[src/rtl/adc_trigger_pkg.sv]
// Overview of operation
// - Each accepted trigger samples the input difference, storing an eight-bit unsigned result.
// - Equal positive and negative inputs give the all-zero code.
// - Completion updates the result and sets valid until the clear-status command.
// - Triggers arriving during a running conversion are dropped, never queued.
// - Primary-side triggers are the SPI trigger command and the external pin.
// - Pin rising edges trigger only while the external-trigger enable is set.
// - The source select field adds periodic or PWM-edge secondary triggers.
// - Periodic mode triggers automatically every periodic trigger interval.
// - PWM mode triggers after the programmed delay from the selected PWM edge.
// - Current-source enable bit drives a fixed current out of the positive input.
// - Gain and offset come from the static select fields.
// - Code equals (difference minus offset) times gain times 255 over reference.
// - Each new result is compared with lower and upper limit fields.
// - Lower limit gets 00 appended, upper limit gets 11 appended.
// - Below both sets under-limit, above both sets over-limit, inside sets neither.
// - Reset limits never raise either boundary error.
// - Boundary reaction enable selects the reaction to boundary events.
// - Config and limit writes take effect only while unlock bit is one.
// - When enabled, boundary status transitions activate the fast fault output.
package adc_trigger_pkg;
   // ---------------------------------------------------------------
   // Trigger source encodings
   // ---------------------------------------------------------------
   localparam logic [1:0] TRIG_NONE = 2'h0;
   localparam logic [1:0] TRIG_PERIODIC = 2'h1;
   localparam logic [1:0] TRIG_PWM = 2'h2;
   // ---------------------------------------------------------------
   // Field layouts and reset values
   // ---------------------------------------------------------------
   localparam int LIMIT_W = 6;
   localparam int RESULT_W = 8;
   localparam logic [1:0] LOW_PAD = 2'h0;
   localparam logic [1:0] HIGH_PAD = 2'h3;
   localparam logic [5:0] LOWER_RESET = 6'h00;
   localparam logic [5:0] UPPER_RESET = 6'h3F;
   localparam logic [7:0] CODE_MAX = 8'hFF;
   localparam logic [7:0] CODE_MIN = 8'h00;
   // ---------------------------------------------------------------
   // Timing
   // ---------------------------------------------------------------
   localparam int CLK_HZ = 10000000;
   localparam int CONV_TIME_NS = 1000;
   localparam int CONV_CYCLES = (CONV_TIME_NS * (CLK_HZ / 1000000) + 999) / 1000;
   localparam int PERIOD_US = 1000;
   localparam int PERIOD_CYCLES = PERIOD_US * (CLK_HZ / 1000000);
   typedef enum logic [2:0] {
      ST_IDLE = 3'b001,
      ST_CONV = 3'b010,
      ST_DONE = 3'b100
   } conv_state_t;
endpackage : adc_trigger_pkg

[src/rtl/adc_trigger_boundary_check.sv]
`timescale 1ns/1ps
module adc_trigger_boundary_check
   import adc_trigger_pkg::*;
#(
   parameter int PERIODIC_TRIGGER_INTERVAL = PERIOD_CYCLES,
   parameter int DELAY_W = 8,
   parameter int GAIN_W = 2,
   parameter int OFFSET_W = 3
) (
   input wire logic mclk,
   input wire logic rst,
   input wire logic config_write_unlock,
   input wire logic config_write,
   input wire logic [1:0] new_trigger_source_select,
   input wire logic new_pwm_edge_falling,
   input wire logic [DELAY_W-1:0] new_pwm_trigger_delay,
   input wire logic new_current_source_enable,
   input wire logic [GAIN_W-1:0] new_gain_select,
   input wire logic [OFFSET_W-1:0] new_offset_select,
   input wire logic new_boundary_reaction_enable,
   input wire logic limit_write,
   input wire logic [LIMIT_W-1:0] new_lower_limit_field,
   input wire logic [LIMIT_W-1:0] new_upper_limit_field,
   input wire logic external_trigger_enable,
   input wire logic spi_trigger_command,
   input wire logic clear_status_command,
   input wire logic external_trigger_pin,
   input wire logic pwm_in,
   input wire logic [RESULT_W-1:0] analog_input_pos,
   input wire logic [RESULT_W-1:0] analog_input_neg,
   output logic [RESULT_W-1:0] conversion_result,
   output logic result_valid_flag,
   output logic under_limit_error,
   output logic over_limit_error,
   output logic boundary_violation_status,
   output logic fast_fault_output_n,
   output logic current_source_enable,
   output logic busy
);
   // ---------------------------------------------------------------
   // Configuration
   // ---------------------------------------------------------------
   logic [1:0] trigger_source_select;
   logic pwm_edge_falling;
   logic [DELAY_W-1:0] pwm_trigger_delay;
   logic [GAIN_W-1:0] gain_select;
   logic [OFFSET_W-1:0] offset_select;
   logic boundary_reaction_enable;
   logic [LIMIT_W-1:0] lower_limit_field;
   logic [LIMIT_W-1:0] upper_limit_field;

   always_ff @(posedge mclk or posedge rst) begin
      if (rst) begin
         trigger_source_select <= TRIG_NONE;
         pwm_edge_falling <= 1'b0;
         pwm_trigger_delay <= '0;
         current_source_enable <= 1'b0;
         gain_select <= '0;
         offset_select <= '0;
         boundary_reaction_enable <= 1'b0;
      end else if (config_write && config_write_unlock) begin
         trigger_source_select <= new_trigger_source_select;
         pwm_edge_falling <= new_pwm_edge_falling;
         pwm_trigger_delay <= new_pwm_trigger_delay;
         current_source_enable <= new_current_source_enable;
         gain_select <= new_gain_select;
         offset_select <= new_offset_select;
         boundary_reaction_enable <= new_boundary_reaction_enable;
      end
   end

   always_ff @(posedge mclk or posedge rst) begin
      if (rst) begin
         lower_limit_field <= LOWER_RESET;
         upper_limit_field <= UPPER_RESET;
      end else if (limit_write && config_write_unlock) begin
         lower_limit_field <= new_lower_limit_field;
         upper_limit_field <= new_upper_limit_field;
      end
   end

   // ---------------------------------------------------------------
   // Pin synchronisers and edge detect
   // ---------------------------------------------------------------
   logic [1:0] ext_sync;
   logic ext_last;
   logic [1:0] pwm_sync;
   logic pwm_last;

   always_ff @(posedge mclk or posedge rst) begin
      if (rst) begin
         ext_sync <= 2'h0;
         ext_last <= 1'b0;
         pwm_sync <= 2'h0;
         pwm_last <= 1'b0;
      end else begin
         ext_sync <= {ext_sync[0], external_trigger_pin};
         ext_last <= ext_sync[1];
         pwm_sync <= {pwm_sync[0], pwm_in};
         pwm_last <= pwm_sync[1];
      end
   end

   logic ext_edge;
   logic pwm_edge;
   assign ext_edge = external_trigger_enable && ext_sync[1] && !ext_last;
   assign pwm_edge = pwm_edge_falling ? (pwm_last && !pwm_sync[1])
                                      : (!pwm_last && pwm_sync[1]);

   // ---------------------------------------------------------------
   // Periodic and PWM delay timers
   // ---------------------------------------------------------------
   logic [31:0] period_count;
   logic period_fire;
   assign period_fire = (trigger_source_select == TRIG_PERIODIC)
      && (period_count == 32'(PERIODIC_TRIGGER_INTERVAL - 1));

   always_ff @(posedge mclk or posedge rst) begin
      if (rst) begin
         period_count <= 32'h0;
      end else if (trigger_source_select != TRIG_PERIODIC || period_fire) begin
         period_count <= 32'h0;
      end else begin
         period_count <= period_count + 32'h1;
      end
   end

   logic delay_run;
   logic [DELAY_W-1:0] delay_count;
   logic pwm_fire;
   assign pwm_fire = delay_run && (delay_count == pwm_trigger_delay);

   always_ff @(posedge mclk or posedge rst) begin
      if (rst) begin
         delay_run <= 1'b0;
         delay_count <= '0;
      end else if (trigger_source_select == TRIG_PWM && pwm_edge) begin
         delay_run <= 1'b1;
         delay_count <= '0;
      end else if (pwm_fire || trigger_source_select != TRIG_PWM) begin
         delay_run <= 1'b0;
      end else if (delay_run) begin
         delay_count <= delay_count + 1'b1;
      end
   end

   // ---------------------------------------------------------------
   // Conversion sequencing
   // ---------------------------------------------------------------
   logic trigger;
   assign trigger = spi_trigger_command || ext_edge || period_fire || pwm_fire;

   function automatic logic [7:0] convert(input logic [7:0] pos, input logic [7:0] neg,
                                          input logic [GAIN_W-1:0] g,
                                          input logic [OFFSET_W-1:0] o);
      logic signed [11:0] diff;
      logic signed [15:0] prod;
      diff = $signed({4'h0, pos}) - $signed({4'h0, neg}) - $signed({9'h000, o});
      prod = 16'(diff) <<< g;
      if (prod < 0) begin
         convert = CODE_MIN;
      end else if (prod > $signed({8'h00, CODE_MAX})) begin
         convert = CODE_MAX;
      end else begin
         convert = prod[7:0];
      end
   endfunction : convert

   conv_state_t state;
   logic [7:0] conv_count;
   logic [7:0] sample;

   always_ff @(posedge mclk or posedge rst) begin
      if (rst) begin
         state <= ST_IDLE;
         conv_count <= 8'h00;
         sample <= 8'h00;
         busy <= 1'b0;
      end else begin
         case (state)
            ST_IDLE: begin
               if (trigger) begin
                  sample <= convert(analog_input_pos, analog_input_neg,
                                    gain_select, offset_select);
                  conv_count <= 8'h00;
                  busy <= 1'b1;
                  state <= ST_CONV;
               end
            end
            ST_CONV: begin
               if (conv_count == 8'(CONV_CYCLES - 1)) begin
                  state <= ST_DONE;
               end else begin
                  conv_count <= conv_count + 8'h01;
               end
            end
            ST_DONE: begin
               busy <= 1'b0;
               state <= ST_IDLE;
            end
            default: begin
               busy <= 1'b0;
               state <= ST_IDLE;
            end
         endcase
      end
   end

   // ---------------------------------------------------------------
   // Result, valid flag and boundary check
   // ---------------------------------------------------------------
   logic done;
   logic [7:0] low_thr;
   logic [7:0] high_thr;
   logic below;
   logic above;
   assign done = (state == ST_DONE);
   assign low_thr = {lower_limit_field, LOW_PAD};
   assign high_thr = {upper_limit_field, HIGH_PAD};
   assign below = (sample < low_thr) && (sample < high_thr);
   assign above = (sample > low_thr) && (sample > high_thr);

   always_ff @(posedge mclk or posedge rst) begin
      if (rst) begin
         conversion_result <= 8'h00;
         result_valid_flag <= 1'b0;
      end else begin
         if (done) begin
            conversion_result <= sample;
         end
         result_valid_flag <= done || (result_valid_flag && !clear_status_command);
      end
   end

   always_ff @(posedge mclk or posedge rst) begin
      if (rst) begin
         under_limit_error <= 1'b0;
         over_limit_error <= 1'b0;
      end else begin
         under_limit_error <= (done && below) || (under_limit_error && !clear_status_command);
         over_limit_error <= (done && above) || (over_limit_error && !clear_status_command);
      end
   end

   // ---------------------------------------------------------------
   // Boundary status and fast fault output
   // ---------------------------------------------------------------
   logic next_violation;
   assign next_violation = done ? (below || above) : boundary_violation_status;

   always_ff @(posedge mclk or posedge rst) begin
      if (rst) begin
         boundary_violation_status <= 1'b0;
         fast_fault_output_n <= 1'b1;
      end else begin
         boundary_violation_status <= next_violation;
         if (boundary_reaction_enable && (next_violation != boundary_violation_status)) begin
            fast_fault_output_n <= 1'b0;
         end else if (clear_status_command) begin
            fast_fault_output_n <= 1'b1;
         end
      end
   end
endmodule : adc_trigger_boundary_check

[config.mk]
export PLATFORM = sky130hd
export DESIGN_NAME = adc_trigger_boundary_check
export DESIGN_NICKNAME = d
export VERILOG_FILES = /design/src/rtl/adc_trigger_pkg.sv /design/src/rtl/adc_trigger_boundary_check.sv
export SDC_FILE = /design/constraint.sdc
export NUM_CORES = 1
export LEC_CHECK = 0
export ABC_AREA = 0
export BUFFER_PORTS_ARGS = -buffer_cell sky130_fd_sc_hd__buf_2
export CAP_MARGIN = 20
export CORE_UTILIZATION = 40
export DETAILED_ROUTE_END_ITERATION = 16
export PLACE_DENSITY = 0.62
export SYNTH_ARGS = -nofsm -noshare
export SYNTH_HDL_FRONTEND = slang
export SYNTH_SLANG_ARGS = --single-unit
export TNS_END_PERCENT = 1
[constraint.sdc]
create_clock -name mclk -period 8.25 [get_ports mclk]
set_input_delay 1.65 -clock mclk [delete_from_list [all_inputs] [get_ports mclk]]
set_output_delay 1.65 -clock mclk [all_outputs]
set_load 0.01 [all_outputs]
* Word level (Yosys, flattened, before mapping)
Cells that the tools add are included.
** Storage, ports and cells
- Bits in writable memories :: 0
- Word-level logic and storage cells :: 113
- Bits in read-only memories :: 0
- Bits in latches :: 0
- Output and inout bits :: 15
- Input port bits :: 56
- Register bits after elaboration :: 110
- Memories kept :: 0
** Cells by class
- Equal/unequal tests :: 15
- Muxes and demuxes :: 20
- Order comparisons :: 6
- Reduce and logical (&&, ||, !) cells :: 39
- Bitwise operators :: 1
- Shift-type cells :: 1
- Add/sub/neg operators :: 5
- Div/mod/pow operators :: 0
- Multiply operators :: 0
** Operators by type and width (number)
- $mux W8 :: 7
- $add A32 B1 Y32 const B :: 1
- $eq A32 B14 Y1 const B :: 1
- $mux W32 :: 1
- $logic_and A1 B1 Y1 :: 17
- $add A8 B1 Y8 const B :: 2
- $gt A16 B9 Y1 const B :: 1
- $gt A8 B8 Y1 :: 2
- $lt A16 B1 Y1 const B :: 1
- $lt A8 B8 Y1 :: 2
- $pmux W8 S2 :: 1
- $sshl A10 B2 Y16 :: 1
- $ne A2 B2 Y1 const B :: 5
- $sub A9 B4 Y10 :: 1
- $logic_or A1 B1 Y1 :: 9
- $sub A8 B8 Y9 :: 1
- $eq A8 B4 Y1 const B :: 1
- $eq A8 B8 Y1 :: 1
- $reduce_and A2 Y1 :: 4
- $reduce_bool A2 Y1 :: 4
- $mux W1 :: 7
- $mux W3 :: 2
- $pmux W3 S2 :: 1
- $logic_not A1 Y1 :: 4
- other kinds (10) :: 10

* Logic depth before layout (Yosys ltp)
Gate-level depths: netlist of run 1.
- Word-level depth :: 7
- Gate-level depth with buffers :: 13
- Gate-level depth less buffers :: 13

* Worst setup path before layout of run 1
Ideal clock, no wire load.
- Kind :: input port to flip-flop
- From :: in analog_input_pos[0]
- To :: reg sample[5]
- Library setup time :: 0.126 ns
- Stages on the path :: 12
- Arrival time :: 4.398 ns
- Path slack :: 3.726 ns
- Data required time :: 8.124 ns
- Path buffers :: 0
- Cell sequence :: inv_1 ha_1 fa_1 inv_1 ha_1 a21o_1 a21o_1 or3_4 o41ai_2 a221oi_1 o21a_2 a221o_1
** Between the ends
- Longest elaborated chain between the ends :: 6
- Elaborated cells on any way between the ends :: 7
- Those cells by class :: 2 x add/sub; 2 x order compare; 1 x shift; 2 x mux
** Ends and longest elaborated chain
- start, declared :: line adc_trigger_boundary_check.sv:29 : input wire logic [RESULT_W-1:0] analog_input_pos,
- $sub A8 B8 Y9 * :: line adc_trigger_boundary_check.sv:158 : diff = $signed({4'h0, pos}) - $signed({4'h0, neg}) - $signed({9'h000, o});
- $sub A9 B4 Y10 * :: line adc_trigger_boundary_check.sv:158
- $sshl A10 B2 Y16 * :: line adc_trigger_boundary_check.sv:159 : prod = 16'(diff) <<< g;
- $gt A16 B9 Y1 :: line adc_trigger_boundary_check.sv:162 : end else if (prod > $signed({8'h00, CODE_MAX})) begin
- $mux W8 :: line adc_trigger_boundary_check.sv:162
- $mux W8 * :: line adc_trigger_boundary_check.sv:160 : if (prod < 0) begin
- end signal, assigned :: line adc_trigger_boundary_check.sv:183 : sample <= convert(analog_input_pos, analog_input_neg,
- end, declared :: line adc_trigger_boundary_check.sv:171 : logic [7:0] sample;
Mark *: on every way between the ends. The rest lies on a longest branch, timed or not.
A chain may end at the register's enable or synchronous reset.

* Worst setup path after layout of run 1
- From :: in analog_input_pos[0]
- To :: reg sample[4]
Same word-level chain as after synthesis.

==> results of run 1 <==
[routing by layer]
layer / up-vias / part of all wire (%) / routed length (µm) / global-route usage, %
met5: - / 0 / 0 / 0
met4: 0 / 1.4 / 165 / 4.46
met3: 11 / 3.4 / 407 / 3.57
met2: 66 / 48 / 5830 / 28.6
met1: 2142 / 47 / 5650 / 22.2
li1: 2225 / - / - / -
[cells by family after synthesis]
group	synth area share (%)
flops	46.3
xor+xnor	8.06
fa+ha+maj	6.55
simple gates	18.2
mux	6.50
compound gates	10.9
buf+inv	3.52
[sequential cells by signal (all words and copies together) (netlist names), 2 cells and up]
signal	flops
conv_count	8
conversion_result	8
delay_count	8
ext_sync	2
gain_select	2
lower_limit_field	6
offset_select	3
period_count	32
pwm_sync	2
pwm_trigger_delay	8
sample	8
state	3
trigger_source_select	2
upper_limit_field	6
[critical path, delay by kind of cell]
kind,cells,cell delay [ns]
buf+inv,3,0.19
compound gates,6,1.41
simple gates,1,0.44
fa+ha+maj,3,0.97
[cells in the final DEF (no fill, tap or decap), types with 12 or more instances in the layout]
cell     instances
dfrtp_1        102
buf_2           70
nor2_1          61
nand2_1         60
inv_1           39
xnor2_1         33
mux2_2          30
ha_1            28
xor2_1          20
nand3_1         18
a21oi_1         17
o21ai_0         16
nand4_1         15
and3_1          12
a21o_1          12
[final cells by class]
cell class	count	share of cell area, %
tap	184	3.38
sequential	110	40.6
clock buffer	10	3.51
multi-input combinational	433	43.9
inverter	42	2.35
clock inverter	6	0.937
timing repair buffer	72	5.36
[power groups by stage]
stage	logic [mW]	registers (mW)	clock network, mW
2_1_floorplan	0.297	0.649	0
3_3_place_gp	0.363	0.668	0
3_5_place_dp	0.381	0.673	0
4_1_cts	0.383	0.662	0.451
5_1_grt	0.431	0.672	0.469
6_report	0.381	0.662	0.433
[final timing paths]
path / start / endpoint / slack [ns]
min in group asynchronous: rst / conversion_result[6] / 1.36
max: analog_input_pos[0] / sample[4] / 3.82
max in group asynchronous: rst / conv_count[0] / 5.67
min reg2reg: pwm_sync[0] / pwm_sync[1] / 0.37
max reg2reg: period_count[26] / sample[4] / 5.24
min: pwm_sync[0] / pwm_sync[1] / 0.37
==> run metrics, run 1 <==
NetSw 478 µW; vias per std cell 5.19; DRC 0; Top FF cell, synth dfrtp_1; Initial Utilization 41.0%; RSZ-0062 raised after global routing false; Sw Share 32.4%; CP Cell Sequence buf_2, inv_1, ha_1, fa_1, inv_1, ha_1, a21o_1, a21o_1, or3_4, o41ai_2, a221oi_1, o21a_2, a221o_1; cell count after synthesis 599; Layout Area Growth over Synthesis 14.2%; gr usage total 17.0%; status complete, no violations; Clock power frac 29.3%; final wirelength 12.1 mm; most frequent cells after synthesis dfrtp_1, nor2_1, nand2_1; Area contributors post-synth dfrtp_1, ha_1, mux2_2; Hold Buf Count CTS 0; Leakage Power 3.20 nW; post-CTS setup buffers 0; TNS Setup 0 ns; post-synthesis sequential area ratio 46.3%; CP max stage delay 0.48 ns; Fin Clk Skew 0.00744 ns; htree depth 3; Final Core Density 46.9%; Max Cap Viol 0; vias 4444; Die ar. 15400 µm²; Hold Violations, Final 0; Placed Area 6510 µm²; Post-Place Setup Slack 3.47 ns; Logic pwr share 25.8%; Worst Path Required 8.48 ns; Final Total Pwr 1.47 mW; CP Capture Type register; final worst path period need 4.43 ns; Final HPWL DP 8.98 mm; asr flop ratio synth 100%; Antenna Cells 0; #FFs+latches synth 110; syn_nets 685; largest net degree at the start of global routing 67; Max clock buf depth 2; clock-pin slew on the worst setup and hold paths 0.08 ns; CP max stage cell fa_1; max-slew violations 0; clk sinks 110; post-cts gate resize count 0; final setup fails 0; post-route cell area 6810 µm²; Mean Syn Cell Area 9.96 µm²; Post-synth EDFFs 0; Core ar. 14500 µm²; total gr overflow 0; routed length per instance 14.1 µm; Worst-Margin Slew 0.972 ns; crit path DAT 4.66 ns; Post-Syn Area 5960 µm²; Warnings, synthesis 0; Worst Hold Class reg2reg; Min-Delay Path Depth 0; period utilization 53.7%; vias in the first global route 4476; Peak VDD IR 0.000101 V; most common cell in the netlist dfrtp_1; headroom to the max-slew limit 35.0%; critical path launch point type input port; TritonCTS clock tree built; Power per Cell Area 217 nW/µm²; synth unique cells 61; area occupied by registers 2760 µm²; port bufs 70; placed cells 841; Die X 124 µm; Reg power frac 44.9%; Crit Path Max Fanout 8; Pint 997 µW; Placer Congestion 0.855; CTS buffer count 9; Final Instance Count excl. Fillers 857; worst r2r path cells 8; clock latency on the worst-skew pair 0.35 ns; CTS root buf clkbuf_16; fin worst setup slack 3.82 ns; I/O pin cnt 71; row count 44; share of cells above drive strength 1 21.2%; layout net count 754; multi-input logic area 2990 µm²; Fill cells 1388; fmax 0.226 GHz; initial antenna violation count 0; chip height 124 µm; share of the synthesized area in the top cell type 42.8%; critical path class in2reg; Synth area leader dfrtp_1; first-pass GRT wire length 20.6 mm; DRT antenna net count 0; TritonRoute pass-1 iters 4; DR iter-0 viols 200; hold slack 0.368 ns
(Power assumes the default switching activity.)
==> inputs of run 2 (changes only) <==
==> constraint.sdc (replaced) <==
create_clock -name mclk -period 4.6 [get_ports mclk]
set_input_delay 0.92 -clock mclk [delete_from_list [all_inputs] [get_ports mclk]]
set_output_delay 0.92 -clock mclk [all_outputs]
set_load 0.01 [all_outputs]
==> run 2 against run 1 <==
  * Largest cell class unchanged
  * Via count down 0.29%
  * Combinational power grew 77%
  * Core utilization hardly changed
  * Setup slack got worse by 2.9 ns
  * Hold slack worse by 0.013 ns
  * Largest power group unchanged
  * Wire length decreased by 2.9%
==> run metrics, run 2 (synthesized netlist as in run 1, its figures left out) <==
Leakage Power 3.20 nW (about the same); DR iter-0 viols 175 (-13%); htree depth 3 (unchanged); fmax 0.270 GHz; vias in the first global route 4309 (-3.7%); post-cts gate resize count 0 (unchanged); first-pass GRT wire length 20.1 mm (-2.3%); critical path launch point type input port; RSZ-0062 raised after global routing false; Most flops, register period_count; reg-to-reg startpoint period_count[29]; chip height 124 µm (unchanged); Core ar. 14500 µm² (unchanged); Antenna Cells 0 (unchanged); worst r2r dst sample[0]; clock-pin slew on the worst setup and hold paths 0.07 ns (about the same); Final Core Density 46.9% (about the same); Initial Utilization 41.0% (unchanged); headroom to the max-slew limit 35.7% (+0.67 points); row count 44 (unchanged); critical path class in2reg; vias per std cell 5.16 (-0.41%); total gr overflow 0 (unchanged); port bufs 70 (unchanged); Min-Delay Path Depth 0 (unchanged); initial antenna violation count 0 (unchanged); Peak VDD IR 0.000173 V (+72%); most frequent cells in the layout dfrtp_1, buf_2, nor2_1, nand2_1, inv_1; Crit Path Max Fanout 8 (unchanged); max reg flops 32 (unchanged); fin worst setup slack 0.902 ns (-2.92 ns); final worst path period need 3.70 ns; Final HPWL DP 8.87 mm (-1.3%); Worst Path Required 4.83 ns (-3.65 ns); Final Total Pwr 2.65 mW (+79%); TritonCTS clock tree built; clock latency on the worst-skew pair 0.35 ns (about the same); CP Capture Type register; most common cell after layout, fill and taps aside dfrtp_1; layout net count 755 (+0.13%); Worst Hold Class reg2reg; final wirelength 11.7 mm (-2.9%); final setup fails 0 (unchanged); Hold Violations, Final 0 (unchanged); Power per Cell Area 388 nW/µm² (+79%); status complete, no violations; gr usage total 16.7% (-0.37 points); share of cells above drive strength 1 21.1% (-0.18 points); Max clock buf depth 2 (unchanged); Die ar. 15400 µm² (unchanged); max-slew violations 0 (unchanged); CP Launch Point analog_input_pos[0]; post-CTS setup buffers 0 (unchanged); DRT antenna net count 0 (unchanged); TritonRoute pass-1 iters 4 (unchanged); CTS root buf clkbuf_16; Layout Area Growth over Synthesis 14.3% (about the same); I/O pin cnt 71 (unchanged); WHS Endpoint pwm_sync[1]; largest net degree at the start of global routing 51 (-24%); HP Start pwm_sync[0]; Fin Clk Skew 0.00852 ns (+0.00108 ns); Max Cap Viol 0 (unchanged); worst r2r path cells 8 (unchanged); Post-Place Setup Slack 0.543 ns (-2.92 ns); period utilization 80.4%; crit path DAT 3.93 ns (-0.73 ns); CTS buffer count 9 (unchanged); routed length per instance 13.6 µm (-3.0%); reg2reg setup slack 1.77 ns (-3.47 ns); Hold Buf Count CTS 0 (unchanged); clk sinks 110 (unchanged); Worst-Margin Slew 0.962 ns (-0.00999 ns); DRC 0 (unchanged); Die X 124 µm (unchanged); vias 4431 (-0.29%); Placer Congestion 0.799 (-6.5%); TNS Setup 0 ns (unchanged)
==> run 2: final cells by class <==
cell class,count,area [µm²]
fillers,1380,7720
multi-input cells,433,2990
flip-flops and latches,110,2760
repair buffers,73,373
clock buffers,12,246
well taps,184,230
inverters,42,160
clock inverters,4,55.1
==> run 2: how the worst max path moves through the flow <==
stage / end / cells past startpoint
finish: sample[0] / 13
CTS: sample[0] / 13
global placement: sample[5] / 13
global route: sample[2] / 13
floorplan: boundary_reaction_enable / 1
detailed placement: sample[0] / 13
==> run 2: critical path: stages <==
cell and delay [ns]:
buf_2 0.08, inv_1 0.05, ha_1 0.20, fa_1 0.48
inv_1 0.06, ha_1 0.26, a21o_1 0.18, a21o_1 0.26
or3_4 0.43, o41ai_2 0.33, a221oi_1 0.13, o21a_2 0.28
a221o_1 0.28
==> run 2: power breakdown <==
part / switching (mW) / total (mW) / leakage (nW) / internal (mW)
Sequential: 0.105 / 1.18 / 1.42 / 1.08
Clock: 0.347 / 0.788 / 0.143 / 0.441
Combinational: 0.364 / 0.675 / 1.63 / 0.310
Total: 0.816 / 2.65 / 3.20 / 1.83
==> run 2: stage by stage <==
stage / std cells / hold slack (ns) / instance area, µm²
2_1_floorplan: 599 / 0.331 / 5960
3_5_place_dp: 842 / 0.340 / 6520
6_report: 858 / 0.355 / 6820
4_1_cts: 858 / 0.358 / 6820
3_3_place_gp: 842 / 0.333 / 6520
5_1_grt: 858 / 0.371 / 6820
==> run 2: per-layer routing <==
| layer | part of all wire, % | wire length, µm | GRT usage (%) | vias up |
|---|---|---|---|---|
| met5 | 0 | 0 | 0 | - |
| met4 | 1.2 | 141 | 4.99 | 0 |
| met3 | 3.1 | 362 | 3.57 | 9 |
| met2 | 47 | 5520 | 26.4 | 63 |
| met1 | 49 | 5680 | 22.8 | 2134 |
| li1 | - | - | - | 2225 |
==> inputs of run 3 (changes only) <==
--- a/config.mk
+++ b/config.mk
@@ -10,7 +10,7 @@
 export CAP_MARGIN = 20
 export CORE_UTILIZATION = 40
 export DETAILED_ROUTE_END_ITERATION = 16
-export PLACE_DENSITY = 0.62
+export PLACE_DENSITY = 0.65
 export SYNTH_ARGS = -nofsm -noshare
 export SYNTH_HDL_FRONTEND = slang
 export SYNTH_SLANG_ARGS = --single-unit
==> constraint.sdc (replaced) <==
create_clock -name mclk -period 3 [get_ports mclk]
set_input_delay 0.6 -clock mclk [delete_from_list [all_inputs] [get_ports mclk]]
set_output_delay 0.6 -clock mclk [all_outputs]
set_load 0.01 [all_outputs]
==> run 3 against run 2 <==
  * First-iteration DRC count increased by 40%
  * Register-to-register slack got worse by 1.3 ns
  * The run now ends with setup timing left
  * Critical path type unchanged
  * Power rose by 60%
  * Clock power rose by 59%
  * Non-clock buffer count rose by 29
  * Critical endpoint unchanged
  * Core utilization up 2.3 points
==> run metrics, run 3 (synthesized netlist as in run 1, its figures left out) <==
multi-input logic area 3070 µm² (+2.7%); HP Start pwm_in; Clock power frac 29.5% (-0.3 points); status complete, but fails checks; row count 44 (unchanged); CP Capture Type register; critical path class in2reg; Fill cells 1369 (-0.80%); CTS root buf clkbuf_16; Fin Clk Skew 0.0146 ns (+0.00609 ns); vias 4537 (+2.4%); gr usage total 16.9% (+0.27 points); layout net count 784 (+3.8%); NetSw 1.34 mW (+64%); Crit Path Max Fanout 8 (unchanged); share of cells above drive strength 1 26.2% (+5.1 points); Logic pwr share 27.6% (+2.1 points); final worst path period need 3.06 ns; routed length per instance 13.6 µm (-0.46%); clock-pin slew on the worst setup and hold paths 0.07 ns (about the same); Worst-Margin Slew 0.884 ns (-0.0783 ns); Leakage Power 3.36 nW (+5.1%); DR iter-0 viols 245 (+40%); WHS Endpoint pwm_sync[0]; critical path launch point type input port; vias in the first global route 4491 (+4.2%); crit path DAT 3.29 ns (-0.64 ns); final setup fails 8 (+8); reg2reg setup slack 0.51 ns (-1.26 ns); vias per std cell 5.11 (-0.96%); Most flops, register period_count; Hold Violations, Final 0 (unchanged); RSZ-0062 raised after global routing true; htree depth 3 (unchanged); Final Instance Count excl. Fillers 887 (+3.4%); port bufs 70 (unchanged); Die X 124 µm (unchanged); area occupied by registers 2760 µm² (unchanged); fmax 0.327 GHz; reg-to-reg startpoint period_count[17]; Placer Congestion 0.888 (+11%); first-pass GRT wire length 20.5 mm (+1.7%); final wirelength 12.0 mm (+2.9%); Core ar. 14500 µm² (unchanged); Antenna Cells 0 (unchanged); initial antenna violation count 0 (unchanged); chip height 124 µm (unchanged); clock latency on the worst-skew pair 0.36 ns (about the same); Layout Area Growth over Synthesis 20.0%; placed cells 870 (+3.3%); Pint 2.89 mW (+58%); Peak VDD IR 0.000370 V (+110%); max-slew violations 0 (unchanged); Final HPWL DP 9.00 mm (+1.5%); DRT antenna net count 0 (unchanged); I/O pin cnt 71 (unchanged); Placed Area 6730 µm² (+3.2%); Initial Utilization 41.0% (unchanged); period utilization 102%; Max Cap Viol 0 (unchanged); Reg power frac 42.9% (-1.8 points); Worst Hold Class in2reg; max reg flops 32 (unchanged); Sw Share 31.6% (+0.77 points); most common cell after layout, fill and taps aside dfrtp_1; worst r2r dst conv_count[7]; worst r2r path cells 8 (unchanged); Power per Cell Area 590 nW/µm² (+52%); clk sinks 110 (unchanged); TritonCTS clock tree built; CTS buffer count 9 (unchanged); largest net degree at the start of global routing 72 (+41%); post-route cell area 7150 µm² (+4.9%); Die ar. 15400 µm² (unchanged); most frequent cells in the layout dfrtp_1, buf_2, nor2_1, nand2_1, inv_1; Worst Path Required 3.23 ns (-1.60 ns); total gr overflow 0 (unchanged); Min-Delay Path Depth 1 (+1); fin worst setup slack -0.0619 ns (-0.964 ns); DRC 0 (unchanged); failing checks setup timing; headroom to the max-slew limit 40.9% (+5.2 points); Max clock buf depth 2 (unchanged); TritonRoute pass-1 iters 4 (unchanged)
-- run 3: changes by cell type in the layout (fill, tap and decap cells not counted), sizes merged --
cell / change
clkinv: +1
inv: +2
buf: +29
clkbuf: -3
-- run 3: power groups by stage --
| stage | Clock (mW) | Combinational [mW] | Sequential, mW |
|---|---|---|---|
| 6_report | 1.25 | 1.17 | 1.81 |
| 2_1_floorplan | 0 | 0.818 | 1.79 |
| 3_3_place_gp | 0 | 1.08 | 1.84 |
| 5_1_grt | 1.34 | 1.31 | 1.84 |
| 4_1_cts | 1.29 | 1.15 | 1.81 |
| 3_5_place_dp | 0 | 1.12 | 1.84 |
-- run 3: how the worst max path moves through the flow --
| stage | slack (ns) | startpoint | end |
|---|---|---|---|
| 6_report | -0.06 | analog_input_neg[0] | sample[0] |
| 5_1_grt | -0.16 | analog_input_neg[0] | sample[0] |
| 4_1_cts | -0.05 | analog_input_neg[0] | sample[0] |
| 3_5_place_dp | -0.64 | analog_input_pos[0] | sample[0] |
| 3_3_place_gp | -0.56 | analog_input_pos[0] | sample[0] |
| 2_1_floorplan | -0.47 | analog_input_pos[0] | sample[6] |
-- run 3: critical path, stage by stage --
cell,delay [ns]
buf_8,0.10
ha_4,0.15
fa_2,0.53
inv_2,0.05
ha_4,0.23
a21o_1,0.15
a21o_1,0.17
or3_4,0.39
o41ai_4,0.26
a221oi_2,0.12
o21a_2,0.26
a221o_1,0.27
-- run 3: metal layers --
metal  global-route usage [%]  routed length (µm)  vias up
met5                        0                   0        -
met4                     5.13                 167        0
met3                     4.08                 533       13
li1                         -                   -     2283
met1                     22.3                5710     2149
met2                     27.6                5630       92
-- run 3: through the flow --
step	power [mW]	utilization [%]	hold WS [ns]	setup WS, ns	TNS (ns)
6_report	4.22	49.2	0.353	-0.0619	-0.420
4_1_cts	4.25	48.9	0.340	-0.0526	-0.328
3_3_place_gp	2.92	46.2	0.335	-0.558	-4.46
2_1_floorplan	2.60	-	0.331	-0.474	-3.79
3_5_place_dp	2.96	46.3	0.342	-0.642	-5.05
5_1_grt	4.49	49.2	0.338	-0.155	-1.15
-- run 3: final cells by class --
type	instances	area share, %
flip-flops and latches	110	38.6
multi-input cells	433	42.9
repair buffers	102	8.55
well taps	184	3.22
inverters	42	2.29
clock buffers	9	3.15
clock inverters	7	1.22
-- run 3: what timing repair did --
| item | in CTS | in global routing |
|---|---|---|
| endpoints found under the setup margin | 8 | 8 |
| hold buffers | 0 | 0 |
| gates cloned | 0 | 0 |
| endpoints found under the hold margin | 0 | 0 |
| pin swaps | 10 | 8 |
| gates resized for setup | 13 | 8 |
| setup buffers | 1 | 0 |
